<file path="config.mk">
export PLATFORM = sky130hd
export DESIGN_NAME = uart_core
export DESIGN_NICKNAME = d
export VERILOG_FILES = /design/src/logic/uart_pkg.sv /design/src/logic/uart_core.sv
export SDC_FILE = /design/constraint.sdc
export NUM_CORES = 1
export LEC_CHECK = 0
export BUFFER_PORTS_ARGS = -buffer_cell sky130_fd_sc_hd__buf_4
export CAP_MARGIN = 25
export CORE_UTILIZATION = 60
export DETAILED_ROUTE_END_ITERATION = 16
export PLACE_DENSITY = 0.8
export SETUP_SLACK_MARGIN = 0.4
export SLEW_MARGIN = 40
export SYNTH_ARGS = -nofsm -noshare
export SYNTH_HDL_FRONTEND = slang
export SYNTH_SLANG_ARGS = --single-unit
</file>
<file path="constraint.sdc">
create_clock -name pclk -period 6.5 [get_ports pclk]
set_clock_uncertainty 0.05 [all_clocks]
set_input_delay 0.975 -clock pclk [delete_from_list [all_inputs] [get_ports pclk]]
set_output_delay 0.975 -clock pclk [all_outputs]
set_load 0.05 [all_outputs]
</file>
<file path="src/logic/uart_pkg.sv">
// Purpose: shared constants and types for the serial port core
// Assumes: apb, 32-bit data, one word per register
// Notes: offsets are byte addresses
package uart_pkg;
  localparam logic [11:0] data_off = 12'h000;
  localparam logic [11:0] status_off = 12'h004;
  localparam logic [11:0] int_div_off = 12'h024;
  localparam logic [11:0] frac_div_off = 12'h028;
  localparam logic [11:0] line_ctrl_off = 12'h02c;
  localparam logic [11:0] port_ctrl_off = 12'h030;
  localparam logic [11:0] level_sel_off = 12'h034;
  localparam logic [11:0] lp_div_off = 12'h038;
  // line control field positions
  localparam int lc_break_pos = 0;
  localparam int lc_par_en_pos = 1;
  localparam int lc_even_pos = 2;
  localparam int lc_two_stop_pos = 3;
  localparam int lc_fifo_en_pos = 4;
  localparam int lc_len_lsb = 5;
  localparam int lc_stick_pos = 7;
  // port control field positions
  localparam int pc_enable_pos = 0;
  localparam int pc_ir_pos = 1;
  localparam int pc_lowpower_pos = 2;
  localparam int pc_tx_pos = 8;
  localparam int pc_rx_pos = 9;
  localparam logic [9:0] port_ctrl_rst = 10'h300;
  localparam logic [5:0] level_sel_rst = 6'h12;
  localparam logic [15:0] int_div_rst = 16'h0000;
  localparam logic [7:0] lp_div_rst = 8'h00;
  localparam int fifo_depth = 16;
  localparam int ptr_w = 4;
  localparam logic [3:0] ticks_per_bit = 4'hf;
  localparam logic [3:0] start_check_tick = 4'h7;
  localparam logic [3:0] ir_pulse_ticks = 4'h3;
  localparam logic [1:0] lp_pulse_cycles = 2'h3;

  typedef struct packed {
    logic [15:0] div_int;
    logic [5:0] div_frac;
    logic [7:0] line;
  } frame_cfg_t;

  typedef struct packed {
    logic brk;
    logic par_err;
    logic frm_err;
    logic [7:0] data;
  } rx_word_t;

  typedef enum logic [2:0] {
    st_idle = 3'b000,
    st_start = 3'b001,
    st_data = 3'b011,
    st_parity = 3'b010,
    st_stop = 3'b110
  } ser_state_t;

  // trigger level in entries for a 3-bit level select
  function automatic logic [4:0] level_of(input logic [2:0] sel);
    case (sel)
      3'h0: level_of = 5'h02;
      3'h1: level_of = 5'h04;
      3'h2: level_of = 5'h08;
      3'h3: level_of = 5'h0c;
      default: level_of = 5'h0e;
    endcase
  endfunction
endpackage

</file>
<file path="src/logic/uart_core.sv">
// Purpose: async serial transmitter/receiver with fifos, apb registers
// Assumes: pclk 20 MHz, serial_in_pin from outside the clock domain
// Notes: interrupt logic lives elsewhere; levels are status outputs
`timescale 1ns/1ns
module uart_core
  import uart_pkg::*;
(
  input wire logic pclk, // system clock
  input wire logic presetn, // async reset, active low
  input wire logic psel, // apb select
  input wire logic penable, // apb enable
  input wire logic pwrite, // apb direction
  input wire logic [11:0] paddr, // apb byte address
  input wire logic [31:0] pwdata, // apb write data
  output logic [31:0] prdata, // apb read data
  output logic pready, // apb ready
  output logic pslverr, // apb error on unmapped address
  input wire logic serial_in_pin, // serial or ir receive pin
  output logic serial_out_pin, // serial or ir transmit pin
  output logic tx_level_hit, // tx fifo at or below trigger
  output logic rx_level_hit // rx fifo at or above trigger
);
  logic [15:0] divisor_integer_reg;
  logic [5:0] divisor_fraction_reg;
  logic [7:0] line_control_high_reg;
  frame_cfg_t cfg_reg;
  logic [9:0] port_control_reg;
  logic [5:0] level_reg;
  logic [7:0] lp_div_reg;
  logic port_global_enable, tx_dir_enable, rx_dir_enable, fifo_enable_bit;
  logic ir_mode, lowpower;
  logic wr_acc, rd_acc, addr_ok;
  assign port_global_enable = port_control_reg[pc_enable_pos];
  assign ir_mode = port_control_reg[pc_ir_pos];
  assign lowpower = port_control_reg[pc_lowpower_pos];
  assign tx_dir_enable = port_control_reg[pc_tx_pos];
  assign rx_dir_enable = port_control_reg[pc_rx_pos];
  assign fifo_enable_bit = cfg_reg.line[lc_fifo_en_pos];
  assign wr_acc = psel && penable && pwrite;
  assign rd_acc = psel && penable && !pwrite;
  assign pready = 1'b1;
  always_comb
  begin
    case (paddr)
      data_off, status_off, int_div_off, frac_div_off, line_ctrl_off,
      port_ctrl_off, level_sel_off, lp_div_off: addr_ok = 1'b1;
      default: addr_ok = 1'b0;
    endcase
  end
  assign pslverr = psel && penable && !addr_ok;

  // control registers; divisors only take effect with a line write
  always_ff @(posedge pclk or negedge presetn)
  begin
    if (!presetn)
    begin
      divisor_integer_reg <= int_div_rst;
      divisor_fraction_reg <= 6'h00;
      line_control_high_reg <= 8'h00;
      cfg_reg <= '0;
      port_control_reg <= port_ctrl_rst;
      level_reg <= level_sel_rst;
      lp_div_reg <= lp_div_rst;
    end
    else if (wr_acc)
    begin
      case (paddr)
        int_div_off: divisor_integer_reg <= pwdata[15:0];
        frac_div_off: divisor_fraction_reg <= pwdata[5:0];
        line_ctrl_off:
        begin
          line_control_high_reg <= pwdata[7:0];
          cfg_reg <= {divisor_integer_reg, divisor_fraction_reg,
                      pwdata[7:0]};
        end
        port_ctrl_off: port_control_reg <= pwdata[9:0];
        level_sel_off: level_reg <= pwdata[5:0];
        lp_div_off: lp_div_reg <= pwdata[7:0];
        default: ;
      endcase
    end
  end

  // fractional tick generator: count int part, stretch by fraction carry
  logic [15:0] tick_cnt;
  logic [6:0] frac_acc;
  logic oversample_tick;
  logic [6:0] frac_sum;
  assign frac_sum = {1'b0, frac_acc[5:0]} + {1'b0, cfg_reg.div_frac};
  always_ff @(posedge pclk or negedge presetn)
  begin
    if (!presetn)
    begin
      tick_cnt <= 16'h0000;
      frac_acc <= 7'h00;
      oversample_tick <= 1'b0;
    end
    else
    begin
      oversample_tick <= 1'b0;
      if (cfg_reg.div_int == 16'h0000)
        tick_cnt <= 16'h0000;
      else if (tick_cnt == 16'h0000)
      begin
        oversample_tick <= 1'b1;
        frac_acc <= frac_sum;
        tick_cnt <= cfg_reg.div_int - (frac_sum[6] ? 16'h0000 : 16'h0001);
      end
      else
        tick_cnt <= tick_cnt - 16'h0001;
    end
  end

  // low-power ir pulse clock, reload value + 1 divides by 1..256
  logic [7:0] lp_cnt;
  logic lp_tick;
  logic ir_start;
  always_ff @(posedge pclk or negedge presetn)
  begin
    if (!presetn)
    begin
      lp_cnt <= 8'h00;
      lp_tick <= 1'b0;
    end
    else if (ir_start)
    begin
      // restart so a pulse lasts exactly three divided periods
      lp_cnt <= (lp_div_reg == 8'h00) ? 8'h00 : lp_div_reg - 8'h01;
      lp_tick <= (lp_div_reg == 8'h00);
    end
    else if (lp_cnt == 8'h00)
    begin
      lp_cnt <= lp_div_reg;
      lp_tick <= 1'b1;
    end
    else
    begin
      lp_cnt <= lp_cnt - 8'h01;
      lp_tick <= 1'b0;
    end
  end

  // fifos: depth 16 when enabled, else one-byte holding register
  logic [7:0] tx_mem [fifo_depth];
  rx_word_t rx_mem [fifo_depth];
  logic [ptr_w:0] tx_wp, tx_rp, rx_wp, rx_rp;
  logic [4:0] tx_cnt, rx_cnt, cap;
  logic tx_full, rx_full, tx_push, tx_pop, rx_push, rx_pop;
  logic overrun_reg;
  rx_word_t rx_new;
  assign tx_cnt = tx_wp - tx_rp;
  assign rx_cnt = rx_wp - rx_rp;
  assign cap = fifo_enable_bit ? 5'h10 : 5'h01;
  assign tx_full = (tx_cnt >= cap);
  assign rx_full = (rx_cnt >= cap);
  assign tx_push = wr_acc && (paddr == data_off) && !tx_full;
  assign rx_pop = rd_acc && (paddr == data_off) && (rx_cnt != 5'h00);
  assign tx_level_hit = tx_cnt <= level_of(level_reg[2:0]);
  assign rx_level_hit = rx_cnt >= level_of(level_reg[5:3]);

  always_ff @(posedge pclk or negedge presetn)
  begin
    if (!presetn)
    begin
      tx_wp <= '0;
      tx_rp <= '0;
      rx_wp <= '0;
      rx_rp <= '0;
    end
    else
    begin
      if (tx_push)
        tx_wp <= tx_wp + 5'h01;
      if (tx_pop)
        tx_rp <= tx_rp + 5'h01;
      if (rx_push && !rx_full)
        rx_wp <= rx_wp + 5'h01;
      if (rx_pop)
        rx_rp <= rx_rp + 5'h01;
    end
  end

  always_ff @(posedge pclk)
  begin
    if (tx_push)
      tx_mem[tx_wp[ptr_w-1:0]] <= pwdata[7:0];
    if (rx_push && !rx_full)
      rx_mem[rx_wp[ptr_w-1:0]] <= rx_new;
  end

  // overrun stays set until read of status; a new overrun wins
  always_ff @(posedge pclk or negedge presetn)
  begin
    if (!presetn)
      overrun_reg <= 1'b0;
    else if (rx_push && rx_full)
      overrun_reg <= 1'b1;
    else if (rd_acc && paddr == status_off)
      overrun_reg <= 1'b0;
  end

  // transmitter
  ser_state_t tx_st;
  logic [3:0] tx_tick, tx_bit;
  logic [7:0] tx_sh;
  logic tx_par, tx_line, tx_stop2;
  logic [3:0] nbits;
  assign nbits = 4'h5 + {2'b00, cfg_reg.line[lc_len_lsb+1:lc_len_lsb]};
  assign tx_pop = (tx_st == st_idle) && port_global_enable && tx_dir_enable
                  && (tx_cnt != 5'h00) && oversample_tick;
  always_ff @(posedge pclk or negedge presetn)
  begin
    if (!presetn)
    begin
      tx_st <= st_idle;
      tx_tick <= 4'h0;
      tx_bit <= 4'h0;
      tx_sh <= 8'h00;
      tx_par <= 1'b0;
      tx_line <= 1'b1;
      tx_stop2 <= 1'b0;
    end
    else if (tx_pop)
    begin
      tx_st <= st_start;
      tx_sh <= tx_mem[tx_rp[ptr_w-1:0]];
      tx_tick <= 4'h0;
      tx_line <= 1'b0;
      tx_par <= 1'b0;
    end
    else if (oversample_tick && tx_st != st_idle)
    begin
      tx_tick <= tx_tick + 4'h1;
      if (tx_tick == ticks_per_bit)
      begin
        case (tx_st)
          st_start, st_data:
          begin
            if (tx_st == st_data && tx_bit == nbits)
            begin
              if (cfg_reg.line[lc_par_en_pos])
              begin
                tx_st <= st_parity;
                tx_line <= cfg_reg.line[lc_stick_pos]
                  ? !cfg_reg.line[lc_even_pos]
                  : tx_par ^ !cfg_reg.line[lc_even_pos];
              end
              else
              begin
                tx_st <= st_stop;
                tx_line <= 1'b1;
              end
              tx_stop2 <= cfg_reg.line[lc_two_stop_pos];
            end
            else
            begin
              if (tx_st == st_start)
                tx_bit <= 4'h1;
              else
                tx_bit <= tx_bit + 4'h1;
              tx_st <= st_data;
              tx_line <= tx_sh[0];
              tx_par <= tx_par ^ tx_sh[0];
              tx_sh <= {1'b0, tx_sh[7:1]};
            end
          end
          st_parity:
          begin
            tx_st <= st_stop;
            tx_line <= 1'b1;
          end
          st_stop:
          begin
            // finishes even if enable dropped meanwhile
            if (tx_stop2)
              tx_stop2 <= 1'b0;
            else
              tx_st <= st_idle;
          end
          default: tx_st <= st_idle;
        endcase
      end
    end
  end

  // ir encoder: pulse high for zero bits; 3/16 bit or 3 lp clocks
  logic [3:0] ir_ticks;
  logic [1:0] lp_left;
  logic tx_drv;
  always_ff @(posedge pclk or negedge presetn)
  begin
    if (!presetn)
    begin
      ir_ticks <= 4'h0;
      lp_left <= 2'h0;
      serial_out_pin <= 1'b1;
    end
    else
    begin
      if (ir_start)
      begin
        ir_ticks <= ir_pulse_ticks;
        lp_left <= lp_pulse_cycles;
      end
      else
      begin
        if (oversample_tick && ir_ticks != 4'h0)
          ir_ticks <= ir_ticks - 4'h1;
        if (lp_tick && lp_left != 2'h0)
          lp_left <= lp_left - 2'h1;
      end
      if (!ir_mode)
        serial_out_pin <= tx_drv;
      else if (lowpower)
        serial_out_pin <= !tx_drv && (lp_left != 2'h0);
      else
        serial_out_pin <= !tx_drv && (ir_ticks != 4'h0);
    end
  end
  assign tx_drv = tx_line && !cfg_reg.line[lc_break_pos];
  assign ir_start = (tx_tick == 4'h0) && oversample_tick && !tx_drv;

  // receive pin synchroniser; no ir decode follows it
  logic rx_s1, rx_s2, rx_bit;
  always_ff @(posedge pclk or negedge presetn)
  begin
    if (!presetn)
    begin
      rx_s1 <= 1'b1;
      rx_s2 <= 1'b1;
    end
    else
    begin
      rx_s1 <= serial_in_pin;
      rx_s2 <= rx_s1;
    end
  end
  // ir receiver already pulls low on light, so it reads like plain data
  assign rx_bit = rx_s2;

  // receiver
  ser_state_t rx_st;
  logic [3:0] rx_tick, rx_bitn;
  logic [7:0] rx_sh;
  logic rx_par, rx_perr, rx_allz;
  always_ff @(posedge pclk or negedge presetn)
  begin
    if (!presetn)
    begin
      rx_st <= st_idle;
      rx_tick <= 4'h0;
      rx_bitn <= 4'h0;
      rx_sh <= 8'h00;
      rx_par <= 1'b0;
      rx_perr <= 1'b0;
      rx_allz <= 1'b0;
      rx_push <= 1'b0;
      rx_new <= '0;
    end
    else
    begin
      rx_push <= 1'b0;
      if (oversample_tick)
      begin
        rx_tick <= rx_tick + 4'h1;
        case (rx_st)
          st_idle:
            if (!rx_bit && port_global_enable && rx_dir_enable)
            begin
              rx_st <= st_start;
              rx_tick <= 4'h0;
            end
          st_start:
            if (rx_tick == start_check_tick)
            begin
              if (rx_bit)
                rx_st <= st_idle;
              else
              begin
                rx_st <= st_data;
                rx_tick <= 4'h0;
                rx_bitn <= 4'h0;
                rx_par <= 1'b0;
                rx_allz <= 1'b1;
                rx_sh <= 8'h00;
              end
            end
          st_data:
            if (rx_tick == ticks_per_bit)
            begin
              rx_sh[rx_bitn[2:0]] <= rx_bit;
              rx_par <= rx_par ^ rx_bit;
              rx_allz <= rx_allz && !rx_bit;
              rx_bitn <= rx_bitn + 4'h1;
              if (rx_bitn + 4'h1 == nbits)
                rx_st <= cfg_reg.line[lc_par_en_pos] ? st_parity : st_stop;
            end
          st_parity:
            if (rx_tick == ticks_per_bit)
            begin
              rx_perr <= cfg_reg.line[lc_stick_pos]
                ? (rx_bit != !cfg_reg.line[lc_even_pos])
                : ((rx_par ^ rx_bit) != !cfg_reg.line[lc_even_pos]);
              rx_allz <= rx_allz && !rx_bit;
              rx_st <= st_stop;
            end
          st_stop:
            if (rx_tick == ticks_per_bit)
            begin
              rx_push <= 1'b1;
              rx_new.data <= rx_sh;
              rx_new.frm_err <= !rx_bit;
              rx_new.par_err <= rx_perr;
              rx_new.brk <= rx_allz && !rx_bit;
              rx_perr <= 1'b0;
              rx_st <= st_idle;
            end
          default: rx_st <= st_idle;
        endcase
      end
    end
  end

  // read data mux, registered
  rx_word_t rx_head;
  assign rx_head = rx_mem[rx_rp[ptr_w-1:0]];
  always_ff @(posedge pclk or negedge presetn)
  begin
    if (!presetn)
      prdata <= 32'h00000000;
    else if (psel && !penable && !pwrite)
    begin
      case (paddr)
        data_off: prdata <= {20'h00000, overrun_reg, rx_head};
        status_off: prdata <= {24'h000000, tx_st != st_idle, tx_full,
                               rx_full, tx_cnt == 5'h00, rx_cnt == 5'h00,
                               rx_st != st_idle, 1'b0, overrun_reg};
        int_div_off: prdata <= {16'h0000, divisor_integer_reg};
        frac_div_off: prdata <= {26'h0000000, divisor_fraction_reg};
        line_ctrl_off: prdata <= {24'h000000, line_control_high_reg};
        port_ctrl_off: prdata <= {22'h000000, port_control_reg};
        level_sel_off: prdata <= {26'h0000000, level_reg};
        lp_div_off: prdata <= {24'h000000, lp_div_reg};
        default: prdata <= 32'h00000000;
      endcase
    end
  end
endmodule // uart_core

</file>
Word level (Yosys, flattened, before mapping)
Memories as Yosys holds them, arrays and structs flattened. Cells that the tools add are included.

Add/subtract/negate cells: 18. Order comparisons: 6. Equal/unequal tests: 39. Mux-type cells: 94. Bitwise operators: 6. Reduce and logical (&&, ||, !) cells: 88.

Operator list (count): $pmux 16 s8 (1); $mux 8 (11); $eq 12x6->1 const B (6); $mux 4 (11); $mux 1 (39); $mux 3 (12); $logic_not 16->1 (2); $mux 16 (2); $pmux 4 s4 (2); $logic_and 1x1->1 (30); $eq 3x2->1 const B (8); $reduce_bool 2->1 (11); $add 5x1->5 const B (4); $reduce_and 5->1 (4); $ne 2x2->1 const B (9); $add 4x1->4 const B (4); $logic_not 8->1 (2); $pmux 4 s2 (2); $pmux 8 s2 (1); $sub 16x1->16 (1); $sub 16x1->16 const B (1); $sub 8x1->8 const B (2); $ge 5x5->1 (3); $pmux 3 s5 (1); 39 further kinds (82).

Flip-flop bits (word level): 226. Bits in writable memories: 304. Input bits: 50. Output and inout port bits: 37. Word-level logic and storage cells: 296. Memories: 2.

Memory list: rx_mem (depth 16, bits a word 11, read ports 1, clocked after Yosys merged registers in 0, wr ports 1, line uart_core.sv:145) `rx_word_t rx_mem [fifo_depth];`; tx_mem (depth 16, bits a word 8, read ports 1, clocked after Yosys merged registers in 0, wr ports 1, line uart_core.sv:144) `logic [7:0] tx_mem [fifo_depth];`.

Longest topological paths before layout
Gate-level depths: netlist of the first run.

Depth in word-level cells: 9. Mapped depth: 14. Mapped depth without buffers: 13.

Worst setup path before layout of the first run
OpenSTA, ideal clock, no wires.

Path type: register to register. From: reg rx_rp[1]. To: mem rx_mem[3][0] in the netlist's numbering, enable pin. Setup time: 0.393 ns. Arrival time: 4.103 ns. Required time: 6.057 ns. Path slack: 1.954 ns. Stages on the path, launching flop included: 14. Buffers on the path: 4. Period minus slack after synthesis: 4.546 ns. Cells stage by stage: dfrtp_1 > clkbuf_1 > clkbuf_1 > clkbuf_1 > inv_1 > fa_1 > a21o_1 > a21oi_1 > xnor2_1 > ha_1 > a211oi_1 > clkbuf_1 > nand2_1 > nor3_1.

Longest elaborated chain between the ends: 6.

Ends and longest elaborated chain: start, declared (line uart_core.sv:146) `logic [ptr_w:0] tx_wp, tx_rp, rx_wp, rx_rp;`; start signal, assigned (line uart_core.sv:179) `rx_rp <= rx_rp + 5'h01;`; $sub 5x5->5 (line uart_core.sv:152) `assign rx_cnt = rx_wp - rx_rp;`; $ge 5x5->1 (line uart_core.sv:155) `assign rx_full = (rx_cnt >= cap);`; $logic_not 1->1 (line uart_core.sv:187) `if (rx_push && !rx_full)`; $logic_and 1x1->1 (line uart_core.sv:187); $mux 1 (line uart_core.sv:187); $mux 1 (not written as such) (line uart_core.sv:188) `rx_mem[rx_wp[ptr_w-1:0]] <= rx_new;`; end, declared (line uart_core.sv:145).

No other way between the ends.

Worst setup path in the final report of the first run
From: reg rx_rp[0]. To: out rx_level_hit.

Longest elaborated chain between the ends: 2.

Ends and longest elaborated chain: $sub 5x5->5 (line uart_core.sv:152); $ge 5x5->1 (line uart_core.sv:159) `assign rx_level_hit = rx_cnt >= level_of(level_reg[5:3]);`; end, declared (line uart_core.sv:21) `output logic rx_level_hit`.

No other way between the ends.

==> metrics.csv, run 1 <==
stage,metric,value,unit
route,Detailed Route WL,51900,µm
clock_tree,Sink Count,514,
route,met2 WL,25500,µm
die,Die Span Y,198,µm
clock_tree,"Reg clk slew, reported paths",0.06,ns
clock_tree,post-CTS setup buffer count,0,
critical_path,"CP delay by family, top",adder cells,
route,WL/cell,23.0,µm
power,pwr dens,273,nW/µm²
critical_path,Startpoint Class,flop,
power,peak supply drop,0.000276,V
sta,Sum Neg Setup Slack,0,ns
route,drt via density,6.29,
global_route,total grt overflow,0,
clock_tree,Hold Buf Count CTS,0,
critical_path,Worst Path Buf+Inv,2,
route,drt pass-1 iters,5,
clock_tree,post-cts sizing count,0,
logic_synthesis,"EDFF count, synth",304,
finish,max reg flops,176,
die,Initial Util,0.612,
sta,final worst slack,2.04,ns
route,met3 wire length,3340,µm
sta,Max Clock Freq,224,MHz
min_path,HP Class,in -> async,
finish,Fillers,2491,
place,PortBufs,53,
logic_synthesis,Yosys reg bits,514,
global_route,GRT Util Overall,0.273,
critical_path,WS Path Type,reg -> out,
finish,fin nets,1801,
clock_tree,CTS tree,done,
critical_path,max incr delay on CP,0.77,ns
clock_tree,H-tree depth,2,
logic_synthesis,"Distinct cells, synth",78,
clock_tree,clk_lat worst skew,0.60,ns
sta,Relative slew margins,0.470,
sta,RSZ-0062 raised after global routing,no,
logic_synthesis,cell area after synthesis,23100,µm²
critical_path,CP Capture Type,primary output,
finish,"commonest cells after routing, fill and taps aside","edfxtp_1 (304), dfrtp_1 (199), nand2_1 (156)",
critical_path,Crit path arrival time,3.44,ns
logic_synthesis,Avg Inst Size Synth,14.0,µm²
place,"worst slack, placed",2.16,ns
sta,final hold violation count,0,
die,Ports,87,
logic_synthesis,cells after synthesis,1651,
finish,n_diodes,0,
status,status,completed,
die,die area,39300,µm²
global_route,pin count of the biggest net entering global routing,65,
finish,Synth-to-Final Area Change,10.9,%
sta,Final Setup Violations,0,
sta,actual slew at the worst max-slew pin,0.792,ns
critical_path,CP max stage cell,dfrtp_2,
route,DRC Markers,0,
finish,share of cells above drive strength 1,0.191,
critical_path,crit-path cells,ha_1 -> inv_1 -> fa_1 -> xor2_1 -> ha_1 -> a21o_1 -> a211o_1 -> buf_4,
critical_path,"most used cell, CP",ha_1,
place,post-detail-place hpwl,34200,µm
sta,period utilization,0.686,
critical_path,Max Fanout on Critical Path,20,
route,wl on met1,21600,µm
clock_tree,Root Buffer,clkbuf_16,
sta,min cycle time layout,4.46,ns
route,DR iter-0 viols,1354,
run,max_cap viols,0,
route,Top Metal Used,met5,
finish,"most common cell after layout, fill and taps aside",edfxtp_1,
place,GP Congestion,0.888,
global_route,first-pass GRT wire length,80100,µm
route,via count,14200,
die,die width,198,µm
clock_tree,total CTS buffers,50,
logic_synthesis,main flop type after synthesis,edfxtp_1,
global_route,vias in the first global route,13900,
logic_synthesis,synth warn,0,
die,number of core rows,71,
logic_synthesis,async set-reset flop share out of synthesis,0.409,
die,core area,37800,µm²
clock_tree,Clock Path Buffers,3,
global_route,initial antenna violation count,1,
power,leakage,9.48,nW
critical_path,"Data required, critical path",5.47,ns
sta,Max Slew Vio Count,0,
logic_synthesis,"Seq/Total Area, Yosys",0.623,
route,Post-DRT Antenna Nets,0,
-- area by class of cell --
class,count,area [µm²],area share
Clock buffer,82,1510,0.0587
Clock inverter,12,163,0.00635
Inverter,50,188,0.00732
Multi-Input combinational cell,1016,8190,0.320
Sequential cell,514,14400,0.562
Tap cell,511,639,0.0249
Timing Repair Buffer,66,547,0.0213
-- per-stage QoR --
stage,area [µm²],std cells,total power [mW],util,hold WS [ns]
6_report,25600,2251,6.99,0.679,0.209
5_1_grt,25600,2251,7.20,0.679,0.217
4_1_cts,25600,2251,7.02,0.678,0.202
3_5_place_dp,23900,2157,4.13,0.634,0.297
3_3_place_gp,23900,2155,4.10,0.632,0.297
2_1_floorplan,23200,1666,3.99,-,0.295
-- cell usage after synthesis, types with 32 or more instances --
master | n | area share
edfxtp_1 | 304 | 0.39
clkbuf_1 | 44 | 0.0071
ha_1 | 50 | 0.027
and3_1 | 32 | 0.0087
xnor2_1 | 47 | 0.018
mux2_2 | 78 | 0.038
nand2_1 | 156 | 0.025
o21ai_0 | 74 | 0.016
a21oi_1 | 48 | 0.010
nor2_1 | 91 | 0.015
inv_1 | 48 | 0.0078
nand3_1 | 32 | 0.0069
mux4_2 | 84 | 0.082
dfrtp_1 | 202 | 0.22
-- where the power goes --
part / switching [mW] / internal, mW / leakage [nW]
sequential: 0.0897 / 3.54 / 5.13
combinational: 0.254 / 0.186 / 3.54
clock: 1.21 / 1.70 / 0.809
total: 1.56 / 5.43 / 9.48
-- metal layers --
| metal | up-vias | global-route usage |
|---|---|---|
| met5 | - | 0 |
| met4 | 2 | 0.0853 |
| met3 | 95 | 0.0492 |
| met2 | 528 | 0.444 |
| met1 | 7236 | 0.376 |
| li1 | 6293 | - |
-- final timing paths --
| kind | startpoint | to | slack (ns) | depth (start not counted) |
|---|---|---|---|---|
| max | rx_rp[0] | rx_level_hit | 2.04 | 8 |
| min | presetn | frac_acc[1] | 0.21 | 1 |
| max reg2reg | rx_rp[0] | rx_mem[15][10] | 2.26 | 9 |
| min reg2reg | rx_s1 | rx_bit | 0.30 | 0 |
| max in group asynchronous | presetn | rx_rp[1] | 5.25 | 2 |
| min in group pclk | rx_s1 | rx_bit | 0.30 | 0 |
-- kinds of logic after synthesis --
kind of cell / synth area share
other: 0.000325
adder cells (fa/ha/maj): 0.0297
flip-flops: 0.623
buffers and inverters: 0.0272
XOR/XNOR: 0.0288
multiplexers: 0.127
AO/OA/AOI/OAI: 0.0688
AND/OR/NAND/NOR: 0.0959
No activity file was read; power rests on OpenSTA's default activity.
==> run 2: changes to the inputs <==
--- a/config.mk
+++ b/config.mk
@@ -7,9 +7,9 @@
 export LEC_CHECK = 0
 export BUFFER_PORTS_ARGS = -buffer_cell sky130_fd_sc_hd__buf_4
 export CAP_MARGIN = 25
-export CORE_UTILIZATION = 60
+export CORE_UTILIZATION = 56
 export DETAILED_ROUTE_END_ITERATION = 16
-export PLACE_DENSITY = 0.8
+export PLACE_DENSITY = 0.78
 export SETUP_SLACK_MARGIN = 0.4
 export SLEW_MARGIN = 40
 export SYNTH_ARGS = -nofsm -noshare
==> constraint.sdc (replaced) <==
create_clock -name pclk -period 4.1 [get_ports pclk]
set_clock_uncertainty 0.05 [all_clocks]
set_input_delay 0.615 -clock pclk [delete_from_list [all_inputs] [get_ports pclk]]
set_output_delay 0.615 -clock pclk [all_outputs]
set_load 0.05 [all_outputs]
==> metrics.csv, run 2 (synthesis gave the netlist of run 1 again) <==
stage,metric,value,unit
status,status,completed,
route,drt via density,6.17,
finish,n_diodes,0,
sta,RSZ-0062 raised after global routing,yes,
route,DR iter-0 viols,1156,
finish,share of cells above drive strength 1,0.216,
sta,period utilization,0.916,
route,WL/cell,22.6,µm
finish,Synth-to-Final Area Change,12.1,%
global_route,GRT Util Overall,0.254,
sta,Max Clock Freq,266,MHz
critical_path,Crit path arrival time,3.09,ns
critical_path,Worst R2R Start,tx_wp[0],
critical_path,Startpoint Class,flop,
clock_tree,Clock Path Buffers,3,
die,core area,40700,µm²
clock_tree,clk_lat worst skew,0.61,ns
sta,Final Setup Violations,0,
power,pwr dens,431,nW/µm²
die,Initial Util,0.568,
route,Post-DRT Antenna Nets,0,
finish,max reg flops,176,
power,leakage,9.60,nW
die,Die Span Y,205,µm
global_route,vias in the first global route,14000,
global_route,pin count of the biggest net entering global routing,75,
global_route,initial antenna violation count,1,
clock_tree,Sink Count,514,
finish,Fillers,2890,
critical_path,CP Capture Type,primary output,
route,DRC Markers,0,
die,die area,42100,µm²
route,drt pass-1 iters,5,
power,peak supply drop,0.000356,V
global_route,first-pass GRT wire length,80100,µm
clock_tree,"Reg clk slew, reported paths",0.06,ns
die,number of core rows,74,
min_path,Hold Startpoint,serial_in_pin,
route,via count,14200,
sta,actual slew at the worst max-slew pin,0.739,ns
sta,Sum Neg Setup Slack,0,ns
die,Ports,87,
run,max_cap viols,0,
place,post-detail-place hpwl,34700,µm
route,Detailed Route WL,52000,µm
global_route,total grt overflow,0,
finish,"most common cell after layout, fill and taps aside",edfxtp_1,
critical_path,WS Path Type,reg -> out,
critical_path,Worst Setup SP,tx_wp[0],
finish,fin nets,1826,
finish,"commonest cells after routing, fill and taps aside","edfxtp_1 (304), dfrtp_1 (197), nand2_1 (156)",
sta,Relative slew margins,0.508,
place,GP Congestion,0.917,
clock_tree,Root Buffer,clkbuf_16,
critical_path,"Data required, critical path",3.43,ns
clock_tree,CTS tree,done,
min_path,HP Class,in -> reg,
sta,Max Slew Vio Count,0,
sta,final hold violation count,0,
sta,min cycle time layout,3.75,ns
die,die width,205,µm
place,PortBufs,53,
clock_tree,H-tree depth,2,
critical_path,Max Fanout on Critical Path,4,
clock_tree,total CTS buffers,51,
sta,hold slack,0.0773,ns
run 2: area by class of cell:
type / count / area, µm² / area share
repair buffers: 90 / 726 / 0.0280
well taps: 532 / 666 / 0.0257
clock inverters: 33 / 343 / 0.0132
multi-input cells: 1016 / 8240 / 0.318
flip-flops and latches: 514 / 14400 / 0.556
inverters: 50 / 190 / 0.00734
clock buffers: 63 / 1340 / 0.0518
run 2: repair_timing:
item / 4_1_cts / 5_1_grt
resized for setup: 14 / 10
endpoints found under the setup margin: 49 / 78
pin swaps: 4 / 10
hold endpoints to repair: 43 / 0
buffers inserted: 4 / 5
hold buffers: 1 / 0
run 2: layer usage:
layer / track usage / up-vias / share of wire
li1: - / 6349 / -
met1: 0.349 / 7216 / 0.42
met2: 0.403 / 492 / 0.48
met3: 0.0502 / 107 / 0.072
met4: 0.0918 / 4 / 0.030
met5: 0.0107 / - / 0.0013
run 2: final timing paths:
kind	endpoint	slack [ns]	cells past startpoint
min in group asynchronous	tx_sh[7]	0.47	2
min reg2reg	rx_bit	0.31	0
min	rx_s1	0.08	1
max reg2reg	tx_mem[1][4]	0.52	12
max	tx_level_hit	0.35	11
max in group asynchronous	level_reg[1]	2.46	4
run 2: power breakdown:
| group | internal (mW) | total (mW) | switching (mW) |
|---|---|---|---|
| logic | 0.296 | 0.700 | 0.404 |
| registers | 5.61 | 5.75 | 0.140 |
| clock network | 2.72 | 4.71 | 1.99 |
| total | 8.63 | 11.2 | 2.54 |
run 2: stage by stage:
| stage | area (µm²) | setup WS (ns) | util | power [mW] | cells |
|---|---|---|---|---|---|
| global route | 25900 | 0.274 | 0.636 | 11.5 | 2298 |
| CTS | 25800 | 0.400 | 0.634 | 11.2 | 2293 |
| floorplan | 23200 | 0.420 | - | 6.33 | 1666 |
| detailed placement | 24100 | 0.311 | 0.591 | 6.55 | 2192 |
| global placement | 24000 | 0.444 | 0.590 | 6.51 | 2191 |
| finish | 25900 | 0.346 | 0.636 | 11.2 | 2298 |
run 2: worst max-delay path: stages, from the launching register on:
cell and delay [ns]:
dfrtp_1 0.40, inv_2 0.10, ha_1 0.16, inv_1 0.06, fa_2 0.37, xor2_2 0.24
ha_1 0.29, a21o_1 0.18, a21oi_1 0.16, a41oi_1 0.09, nor2_2 0.24, buf_6 0.20
==> run 3: changes to the inputs <==
--- a/config.mk
+++ b/config.mk
@@ -9,6 +9,7 @@
 export CAP_MARGIN = 25
 export CORE_UTILIZATION = 56
 export DETAILED_ROUTE_END_ITERATION = 16
+export GPL_TIMING_DRIVEN = 0
 export PLACE_DENSITY = 0.78
 export SETUP_SLACK_MARGIN = 0.4
 export SLEW_MARGIN = 40
==> metrics.csv, run 3 (synthesis gave the netlist of run 1 again) <==
stage,metric,value,unit
sta,Relative slew margins,0.461,
clock_tree,total CTS buffers,53,
min_path,Hold Startpoint,serial_in_pin,
die,number of core rows,74,
clock_tree,Clock Path Buffers,3,
route,Top Metal Used,met4,
critical_path,Worst Setup SP,rx_rp[1],
critical_path,crit-path cells,clkbuf_8 -> clkbuf_16 -> clkbuf_16 -> inv_6 -> fa_2 -> inv_1 -> ha_1 -> nand2_1 -> nand2_1 -> a21o_1 -> a211o_1 -> buf_6,
critical_path,R2R Setup Slk,0.51,ns
finish,Final Util,0.653,
die,core area,40700,µm²
sta,Max Clock Freq,268,MHz
finish,share of cells above drive strength 1,0.237,
min_path,HP Class,in -> reg,
finish,fin nets,1896,
clock_tree,H-tree depth,2,
critical_path,max incr delay on CP,0.53,ns
route,met3 wire length,4940,µm
sta,final hold violation count,0,
critical_path,RR Endpoint,tx_mem[6][1],
route,wl on met1,22600,µm
sta,Max Slew Vio Count,0,
power,pwr dens,426,nW/µm²
route,WL/cell,24.1,µm
critical_path,R2R depth,12,
die,Initial Util,0.568,
route,DRC Markers,0,
finish,Synth-to-Final Area Change,15.1,%
finish,area taken by multi-input logic gates,8440,µm²
critical_path,Crit path arrival time,3.07,ns
route,Detailed Route WL,57000,µm
finish,"commonest cells after routing, fill and taps aside","edfxtp_1 (304), dfrtp_1 (202), nand2_1 (156)",
clock_tree,clk_lat worst skew,0.61,ns
power,peak supply drop,0.000398,V
critical_path,CP max stage cell,fa_2,
route,drt via density,6.17,
finish,Storage cell area,14400,µm²
place,GP Congestion,0.921,
route,Post-DRT Antenna Nets,0,
critical_path,end point of the critical path,rx_level_hit,
global_route,total grt overflow,0,
sta,Final Setup Violations,0,
sta,actual slew at the worst max-slew pin,0.808,ns
power,Pwr Total,11.3,mW
global_route,vias in the first global route,14700,
clock_tree,Root Buffer,clkbuf_16,
run,max_cap viols,0,
die,Ports,87,
global_route,GRT Util Overall,0.281,
clock_tree,CTS tree,done,
sta,period utilization,0.910,
critical_path,CP Capture Type,primary output,
finish,Fillers,2896,
status,status,completed,
sta,min cycle time layout,3.73,ns
route,via count,14600,
critical_path,Worst R2R Start,tx_rp[1],
route,DR iter-0 viols,1448,
place,post-detail-place hpwl,37500,µm
finish,"most common cell after layout, fill and taps aside",edfxtp_1,
route,drt pass-1 iters,7,
critical_path,"Data required, critical path",3.43,ns
critical_path,Max Fanout on Critical Path,3,
global_route,initial antenna violation count,0,
die,Die Span Y,205,µm
global_route,pin count of the biggest net entering global routing,59,
sta,Sum Neg Setup Slack,0,ns
place,PortBufs,53,
die,die area,42100,µm²
finish,n_diodes,0,
clock_tree,"Reg clk slew, reported paths",0.06,ns
global_route,first-pass GRT wire length,86900,µm
power,leakage,9.87,nW
critical_path,Startpoint Class,flop,
sta,hold slack,0.0719,ns
die,die width,205,µm
clock_tree,Sink Count,514,
route,met2 WL,27700,µm
critical_path,WS Path Type,reg -> out,
sta,RSZ-0062 raised after global routing,yes,
finish,max reg flops,176,
==> run 3: changes by cell type in the layout (fill, tap and decap cells not counted), sizes merged <==
cell    delta
bufinv     -1
inv        -2
clkbuf    +54
buf       +25
clkinv     -7
==> run 3: worst min path at each step <==
stage	endpoint	slack [ns]	depth (start not counted)
floorplan	cfg_reg[0]	0.27	0
global placement	rx_bit	0.30	0
detailed placement	rx_bit	0.30	0
CTS	rx_s1	0.05	1
global route	rx_s1	0.06	1
finish	rx_s1	0.07	1
==> run 3: final cells by class <==
cell class | instances | area share
inverter | 50 | 0.00761
timing repair buffer | 72 | 0.0242
clock buffer | 74 | 0.0555
buffer | 86 | 0.0201
multi-input combinational | 1016 | 0.317
clock inverter | 23 | 0.00996
sequential | 514 | 0.541
tap | 532 | 0.0250
==> run 3: per-stage QoR <==
step / setup WS [ns] / instances / instance area, µm²
global placement: -0.686 / 2251 / 24300
finish: 0.368 / 2367 / 26600
CTS: 0.341 / 2361 / 26500
floorplan: 0.420 / 1666 / 23200
global route: 0.282 / 2367 / 26600
detailed placement: -0.800 / 2254 / 24400
==> run 3: worst max-delay path, delay by kind of cell, from the launching register on <==
| kind | cells | cell delay, ns |
|---|---|---|
| simple gates | 2 | 0.11 |
| flops | 1 | 0.40 |
| buf+inv | 6 | 0.70 |
| fa+ha+maj | 2 | 0.79 |
| compound gates | 2 | 0.45 |
==> run 3: power breakdown <==
group	total (mW)	switching, mW	leakage (nW)	internal, mW
Combinational	0.728	0.414	3.89	0.313
Clock	4.86	2.02	0.844	2.84
Sequential	5.75	0.141	5.14	5.61
Total	11.3	2.58	9.87	8.76
==> run 3: per-layer routing <==
layer,vias up,global-route usage
li1,6470,-
met1,7435,0.378
met2,593,0.451
met3,111,0.0611
met4,0,0.105
met5,-,0
==> run 3: timing repair <==
item	4_1_cts	5_1_grt
pin swaps	11	5
setup endpoints to repair	316	290
hold buffers	1	0
buffers inserted	9	6
hold endpoints to repair	46	0
resized for setup	83	13
